==> src/icsr_params.svh <==
/*
 * Constants for the interface configuration status register block:
 * port addresses, index, bit positions and reset values.
 * Assumes inclusion by the testbench and the design module only.
 */
`ifndef ICSR_PARAMS_SVH
`define ICSR_PARAMS_SVH

// ==========================================================
// Addresses
`define ICSR_PORT_MONO 16'h03b5
`define ICSR_PORT_COLOR 16'h03d5
`define ICSR_INDEX 8'h27

// ==========================================================
// Bit positions
`define ICSR_BIT_SLOWCLK 6
`define ICSR_BIT_SEQ 5
`define ICSR_BIT_INHIBIT 4
`define ICSR_BIT_DRAM 3
`define ICSR_BIT_LBT_UP 2
`define ICSR_BIT_LBT_LO 1
`define ICSR_BIT_ISA 0

// ==========================================================
// Reset values
`define ICSR_RST_STRAPS 3'h0
`define ICSR_RST_SYNC 4'h0
`define ICSR_RST_RDATA 8'h00
`define ICSR_RST_WARM 2'h0

// ==========================================================
// Timing counts
`define ICSR_WARM_DONE 2'h3

`endif

==> src/icsr_pkg.sv <==
/*
 * Types for the interface configuration status register block.
 * Assumes the params header sits beside it.
 */
package icsr_pkg;

    // ======================================================
    // Host bus type, one-hot
    typedef enum logic [3:0] {
        ICSR_BUS_ISA = 4'h1,
        ICSR_BUS_LOCAL_A = 4'h2,
        ICSR_BUS_LOCAL_B = 4'h4,
        ICSR_BUS_LOCAL_C = 4'h8
    } icsr_bus_t;

    // Live pin levels after synchronising
    typedef struct packed {
        logic slow_clock;
        logic inhibit;
        logic dram_strobe;
        logic seq_active;
    } icsr_live_t;

    // Latched bus straps
    typedef struct packed {
        logic upper;
        logic lower;
        logic isa;
    } icsr_strap_t;

endpackage

==> src/icsr_status_reg.sv <==
/*
 * Interface configuration status register: an indexed read-only port
 * reporting latched straps and live pin levels.
 * Assumes an I/O host cycle in the ref_clk domain with one-cycle strobes;
 * pins are asynchronous and are synchronised here.
 */
`timescale 1ns/1ns
`include "icsr_params.svh"
module icsr_status_reg
    import icsr_pkg::*;
(
    // Clock and reset
    input wire logic ref_clk,
    input wire logic rst,
    // Host I/O port
    input wire logic [15:0] io_addr,
    input wire logic io_rd_stb,
    input wire logic io_wr_stb,
    input wire logic [7:0] io_wdata,
    input wire logic color_mode,
    input wire logic hw_suspend,
    output logic [7:0] io_rdata,
    output logic io_rd_ack,
    // Pins
    input wire logic slow_clock_input,
    input wire logic power_down_inhibit_pin,
    input wire logic dram_strobe_select_pin,
    input wire logic bus_type_strap_upper,
    input wire logic bus_type_strap_lower,
    input wire logic isa_select_strap,
    input wire logic panel_seq_active,
    // Decoded configuration
    output icsr_bus_t host_bus_type,
    output logic pd_timers_enable,
    output logic dram_dual_cas
);

    // ======================================================
    // Synchronisers
    icsr_live_t live_m_q;
    icsr_live_t live_q;
    icsr_strap_t strap_m_q;
    icsr_strap_t strap_s_q;
    icsr_strap_t strap_q;
    logic latched_q;
    logic [1:0] warm_q;
    logic [7:0] index_q;
    logic [7:0] rdata_q;
    logic ack_q;
    logic [7:0] stat_d;

    function automatic logic port_hit(input logic [15:0] a,
                                      input logic col);
        port_hit = (a == (col ? `ICSR_PORT_COLOR : `ICSR_PORT_MONO));
    endfunction

    // Two-stage sync of live pins
    always_ff @(posedge ref_clk) begin
        if (rst) begin
            live_m_q <= icsr_live_t'(`ICSR_RST_SYNC);
            live_q <= icsr_live_t'(`ICSR_RST_SYNC);
        end else begin
            live_m_q <= {slow_clock_input, power_down_inhibit_pin,
                         dram_strobe_select_pin, panel_seq_active};
            live_q <= live_m_q;
        end
    end

    // Strap sync, captured once the second stage holds a pin level
    always_ff @(posedge ref_clk) begin
        if (rst) begin
            strap_m_q <= icsr_strap_t'(`ICSR_RST_STRAPS);
            strap_s_q <= icsr_strap_t'(`ICSR_RST_STRAPS);
            strap_q <= icsr_strap_t'(`ICSR_RST_STRAPS);
            warm_q <= `ICSR_RST_WARM;
            latched_q <= 1'b0;
        end else begin
            strap_m_q <= {bus_type_strap_upper, bus_type_strap_lower,
                          isa_select_strap};
            strap_s_q <= strap_m_q;
            warm_q <= {warm_q[0], 1'b1}; // Skip reset-filled stages
            if (warm_q == `ICSR_WARM_DONE && !latched_q) begin
                strap_q <= strap_s_q;
                latched_q <= 1'b1;
            end
        end
    end

    // ======================================================
    // Status word
    always_comb begin
        stat_d = 8'h00;
        stat_d[`ICSR_BIT_SLOWCLK] = live_q.slow_clock;
        stat_d[`ICSR_BIT_SEQ] = live_q.seq_active;
        stat_d[`ICSR_BIT_INHIBIT] = live_q.inhibit;
        stat_d[`ICSR_BIT_DRAM] = live_q.dram_strobe;
        stat_d[`ICSR_BIT_LBT_UP] = strap_q.upper;
        stat_d[`ICSR_BIT_LBT_LO] = strap_q.lower;
        stat_d[`ICSR_BIT_ISA] = strap_q.isa;
    end

    // Bus type decode
    always_comb begin
        if (strap_q.isa) begin
            host_bus_type = ICSR_BUS_ISA;
        end else begin
            case ({strap_q.upper, strap_q.lower})
                2'h1: host_bus_type = ICSR_BUS_LOCAL_A;
                2'h2: host_bus_type = ICSR_BUS_LOCAL_B;
                2'h3: host_bus_type = ICSR_BUS_LOCAL_C;
                default: host_bus_type = ICSR_BUS_ISA;
            endcase
        end
    end

    // Timer enable and DRAM mode outputs
    assign pd_timers_enable = ~live_q.inhibit;
    assign dram_dual_cas = live_q.dram_strobe;

    // ======================================================
    // Index register: write at port minus one
    always_ff @(posedge ref_clk) begin
        if (rst) begin
            index_q <= 8'h00;
        end else if (io_wr_stb && !hw_suspend
                     && port_hit(io_addr + 16'h0001, color_mode)) begin
            index_q <= io_wdata;
        end
    end

    // Read data; writes to data port ignored
    always_ff @(posedge ref_clk) begin
        if (rst) begin
            rdata_q <= `ICSR_RST_RDATA;
            ack_q <= 1'b0;
        end else begin
            ack_q <= 1'b0;
            if (io_rd_stb && !hw_suspend
                && port_hit(io_addr, color_mode)
                && index_q == `ICSR_INDEX) begin
                rdata_q <= stat_d;
                ack_q <= 1'b1;
            end
        end
    end

    assign io_rdata = rdata_q;
    assign io_rd_ack = ack_q;

    // ======================================================
    // Checks
    reserved_zero_a: assert property (
        @(posedge ref_clk) disable iff (rst) io_rd_ack |-> !io_rdata[7])
        else $error("reserved bit set");
    suspend_lock_a: assert property (
        @(posedge ref_clk) disable iff (rst) hw_suspend |=> !io_rd_ack)
        else $error("read acked in suspend");
    read_ack_a: assert property (
        @(posedge ref_clk) disable iff (rst)
        (io_rd_stb && !hw_suspend && port_hit(io_addr, color_mode)
         && index_q == `ICSR_INDEX) |=> io_rd_ack)
        else $error("read not acked");
    slow_clk_a: assert property (
        @(posedge ref_clk) disable iff (rst)
        !$past(rst, 2) && !$past(rst, 3) && io_rd_ack
        |-> io_rdata[6] == $past(slow_clock_input, 3))
        else $error("slow clock bit wrong");
    seq_bit_a: assert property (
        @(posedge ref_clk) disable iff (rst)
        !$past(rst, 2) && !$past(rst, 3) && io_rd_ack
        |-> io_rdata[5] == $past(panel_seq_active, 3))
        else $error("sequence bit wrong");
    timer_gate_a: assert property (
        @(posedge ref_clk) disable iff (rst)
        !$past(rst) && !$past(rst, 2) && $past(power_down_inhibit_pin, 2)
        |-> !pd_timers_enable)
        else $error("timers not disabled");
    dram_bit_a: assert property (
        @(posedge ref_clk) disable iff (rst)
        io_rd_ack |-> io_rdata[3] == $past(dram_dual_cas))
        else $error("dram bit wrong");
    isa_decode_a: assert property (
        @(posedge ref_clk) disable iff (rst)
        strap_q.isa |-> host_bus_type == ICSR_BUS_ISA)
        else $error("isa decode wrong");
    strap_hold_a: assert property (
        @(posedge ref_clk) disable iff (rst)
        latched_q && $past(latched_q) |-> $stable(strap_q))
        else $error("straps changed");
    strap_ready_a: assert property (
        @(posedge ref_clk) disable iff (rst)
        !$past(rst) && !$past(rst, 2) && !$past(rst, 3) |-> latched_q)
        else $error("straps not latched");
    index_refuse_a: assert property (
        @(posedge ref_clk) disable iff (rst)
        (io_rd_stb && index_q != `ICSR_INDEX) |=> !io_rd_ack)
        else $error("read acked at other index");
    rdata_hold_a: assert property (
        @(posedge ref_clk) disable iff (rst)
        !$past(rst) && $changed(io_rdata) |-> io_rd_ack)
        else $error("read data moved without ack");
    write_silent_a: assert property (
        @(posedge ref_clk) disable iff (rst)
        (io_wr_stb && !io_rd_stb) |=> !io_rd_ack)
        else $error("write acked");
    suspend_index_a: assert property (
        @(posedge ref_clk) disable iff (rst)
        hw_suspend |=> $stable(index_q))
        else $error("index moved in suspend");
    timer_run_a: assert property (
        @(posedge ref_clk) disable iff (rst)
        !$past(rst) && !$past(rst, 2) && !$past(power_down_inhibit_pin, 2)
        |-> pd_timers_enable)
        else $error("timers disabled without inhibit");
    local_one_a: assert property (
        @(posedge ref_clk) disable iff (rst)
        (!strap_q.isa && !strap_q.upper && strap_q.lower)
        |-> host_bus_type == ICSR_BUS_LOCAL_A)
        else $error("local bus one decode wrong");
    local_two_a: assert property (
        @(posedge ref_clk) disable iff (rst)
        (!strap_q.isa && strap_q.upper && !strap_q.lower)
        |-> host_bus_type == ICSR_BUS_LOCAL_B)
        else $error("local bus two decode wrong");
    local_three_a: assert property (
        @(posedge ref_clk) disable iff (rst)
        (!strap_q.isa && strap_q.upper && strap_q.lower)
        |-> host_bus_type == ICSR_BUS_LOCAL_C)
        else $error("local bus three decode wrong");

endmodule // icsr_status_reg

==> config.mk <==
export PLATFORM = sky130hd
export DESIGN_NAME = icsr_status_reg
export DESIGN_NICKNAME = d
export VERILOG_FILES = /design/src/icsr_pkg.sv /design/src/icsr_status_reg.sv
export VERILOG_INCLUDE_DIRS = /design/src /design/src/src
export SDC_FILE = /design/constraint.sdc
export NUM_CORES = 1
export LEC_CHECK = 0
export BUFFER_PORTS_ARGS = -buffer_cell sky130_fd_sc_hd__buf_2
export CAP_MARGIN = 15
export CORE_MARGIN = 2
export CORE_UTILIZATION = 30
export CTS_CLUSTER_SIZE = 24
export DETAILED_ROUTE_END_ITERATION = 10
export RECOVER_POWER = 25
export SLEW_MARGIN = 20
export SYNTH_ARGS = -nofsm -noshare
export SYNTH_HDL_FRONTEND = slang
export SYNTH_SLANG_ARGS = --single-unit
==> constraint.sdc <==
create_clock -name ref_clk -period 6.05 [get_ports ref_clk]
set_input_delay 1.5125 -clock ref_clk [delete_from_list [all_inputs] [get_ports ref_clk]]
set_output_delay 1.5125 -clock ref_clk [all_outputs]
set_load 0.03 [all_outputs]
==> flow_metrics.py <==
metrics = {
    "run_status": {
        "outcome": "completed",
    },
    "sta": {
        "rsz0062_at_grt": "no",
        "period_needed_ns": 3.162,
        "hold_violations": 0,
        "worst_slew_pin_slew_ns": 1.118,
        "report.final.slew_viol_count": 0,
        "tns_ns": 0,
        "timing.fmax_ghz": 0.3163,
        "post-route-period-util_pct": 52.26,
        "relSlewSlack_pct": 25.47,
        "finalSetupViolCount": 0,
        "skew_ns": 0.003395,
    },
    "floorplan": {
        "ios": 52,
        "die-area_mm2": 0.005234,
        "initial_utilization_pct": 31.75,
        "fp.dieH_um": 72.35,
        "core_mm2": 0.004414,
        "chipWidth_um": 72.35,
        "rows": 24,
    },
    "routing": {
        "post_drt_wl_per_cell_um": 10.72,
        "vias_per_cell": 4.617,
        "wirelength_mm": 2.659,
        "drc": 0,
        "dr.pass1.iters": 3,
        "drt_iter0_markers": 58,
        "vias": 1145,
        "antenna_left": 0,
    },
    "setup_path": {
        "crit_path_start_kind": "input pin",
        "critPathSlowestCell": "clkbuf_1",
        "cp_cell_sequence": "clkbuf_1 -> clkinv_1 -> nand2_1 -> mux2i_1",
        "cpLargestDelayFamily": "buffers and inverters",
        "required_ns": 6.21,
        "critPathKind": "in -> reg",
        "worstSetupEndpointType": "register",
        "slowest_delay_ns": 0.80,
        "worstPathBufferInverterCount": 2,
        "path_max_fanout": 28,
        "worstPathArrival_ns": 3.32,
    },
    "flow_run": {
        "drv_cap": 0,
    },
    "logic_synthesis": {
        "yosysWarnings": 0,
        "netlist_area_mm2": 0.001401,
        "synth.avg_cell_area_um2": 9.800,
        "syn_inst": 143,
        "syn_nets": 180,
        "ys_types": 30,
        "ys_ff_latch": 36,
        "ys_seq_area_share_pct": 51.43,
    },
    "clocking": {
        "cts_buffers": 5,
        "cts_tree": "yes",
        "post-cts-setup-buffers": 0,
        "htree_levels": 2,
        "root_buffer": "clkbuf_8",
        "cts_sinks": 36,
        "path_clk_slew_ns": 0.07,
        "cts_resized": 0,
        "hold_buffers": 0,
        "clockBufferDepth": 2,
        "clkLatencyLatePin_ns": 0.28,
    },
    "finish": {
        "drive_gt1_share_pct": 31.12,
        "fin_util_pct": 40.87,
        "antenna_cells": 0,
        "n_fill_cell": 452,
        "fin_nets": 232,
        "area_growth_syn_to_layout_pct": 28.75,
    },
    "pwr": {
        "p_per_area_mw_per_mm2": 267.8,
        "power.leakage_nw": 0.8943,
        "ir_drop_mv": 0.1493,
    },
    "grt": {
        "grt_pass1_vias": 1071,
        "grt_overflow": 0,
        "grt.total_usage_pct": 11.10,
        "grt_max_degree": 29,
        "grt_antenna_before_repair": 0,
        "grt_pass1_wl_mm": 4.347,
    },
    "place": {
        "gp_congestion": 0.7693,
        "io_buffers": 50,
        "hpwl_mm": 1.966,
    },
    "hold_path": {
        "hold_class": "reg -> reg",
    },
}
flip-flops by register name, summed over array words and instances, names as in the netlist:
signal,count
stat_d,3
strap_s_q,3
io_rdata,7
latched_q,1
live_m_q,4
strap_m_q,3
index_q,8
dram_dual_cas,1
io_rd_ack,1
live_q,3
warm_q,2
metrics by stage:
step                      worst slack, ns  instances  instance area [µm²]  hold WS, ns  total power [W]
after global placement              2.722        240                 1694       0.4181        0.0002834
after floorplan                     2.975        143                 1401       0.4138        0.0002676
after detailed placement            2.701        240                 1694       0.4204        0.0002837
after global routing                2.570        248                 1804       0.4605        0.0005064
after CTS                           3.013        248                 1805       0.4376        0.0004929
final                               2.888        248                 1804       0.4365        0.0004831
kinds of logic (layout without fill, tap and decap cells):
group / after synthesis / in the layout / synth area share, %
simple gates: 73 / 73 / 27.59
buf+inv: 7 / 60 / 2.142
mux: 19 / 19 / 13.57
compound gates: 4 / 4 / 3.125
xor+xnor: 3 / 3 / 1.875
other cells: 1 / 1 / 0.2676
flops: 36 / 36 / 51.43
per-layer routing:
metal	GRT usage, %	wire length, µm	vias up
met5	0	0	-
met4	6.918	65	0
met3	5.139	272	6
met2	18.25	1196	45
met1	11.43	1124	513
li1	-	-	581
power breakdown:
group | internal, W | switching, W
clock | 0.000122 | 0.0000836
sequential | 0.000243 | 0.00000182
combinational | 0.0000155 | 0.0000179
total | 0.000380 | 0.000103
cells in the final DEF, fill, tap and decap left out:
master	n
buf_2	49
nor4_4	1
mux2i_1	19
o21bai_1	1
xor2_1	1
and3b_1	1
and4b_1	1
nor3_1	1
conb_1	1
clkinv_1	1
nand4b_1	1
nand2_1	23
o2111ai_4	1
or4_1	1
nor3b_1	2
inv_1	1
nand3b_1	1
nor2_1	15
nor4_1	2
clkinv_2	1
clkinvlp_4	1
nand4_1	1
clkbuf_8	5
bufinv_16	1
clkbuf_1	1
xnor2_1	2
or4_4	1
a21oi_1	1
dfxtp_1	36
o21ai_0	1
nand3_1	6
or2_2	1
nor2b_1	15
cell usage after synthesis (all sizes together):
library cell	instances	share of area [%]
o2111ai	1	1.9
o21ai	1	0.36
or4	2	1.3
nand3	6	2.1
nor3	1	0.36
inv	1	0.27
buf	2	0.80
or2	1	0.45
xor2	1	0.63
nor4	3	2.4
nor2	15	4.0
a21oi	1	0.36
and3b	1	0.63
nor3b	2	1.1
xnor2	2	1.3
nand2	23	6.2
nor2b	15	6.7
o21bai	1	0.54
clkbuf	3	0.80
nand3b	1	0.54
mux2i	19	14
and4b	1	0.71
conb	1	0.27
nand4b	1	0.63
nand4	1	0.45
dfxtp	36	51
clkinv	1	0.27
cell type report:
cell class                      instances  area [µm²]  area share [%]
Inverter                                2       7.507          0.4161
Clock inverter                          3       42.54           2.358
Multi-Input combinational cell        100       650.6           36.06
Clock buffer                            5       68.82           3.814
Sequential cell                        36       720.7           39.94
Timing Repair Buffer                   50       249.0           13.80
Tap cell                               52       65.06           3.606
worst reg2reg max path, cell delays in order (launching register included):
cell	delay, ns
dfxtp_1	0.31
nor2_1	0.11
nand3_1	0.10
nor4_1	0.28
nand3_1	0.41
mux2i_1	0.28
nor2_1	0.06
worst paths after layout:
check                     startpoint                  endpoint  slack (ns)  cells after the start
max                              rst   index_q[3]$_SDFFE_PP0P_        2.89                      4
min           live_m_q[1]$_SDFF_PP0_  dram_dual_cas$_SDFF_PP0_        0.44                      1
max reg2reg  index_q[7]$_SDFFE_PP0P_  io_rdata[1]$_SDFFE_PP0P_        4.36                      6
min reg2reg   live_m_q[1]$_SDFF_PP0_  dram_dual_cas$_SDFF_PP0_        0.44                      1
No activity file was read; power rests on OpenSTA's default activity.
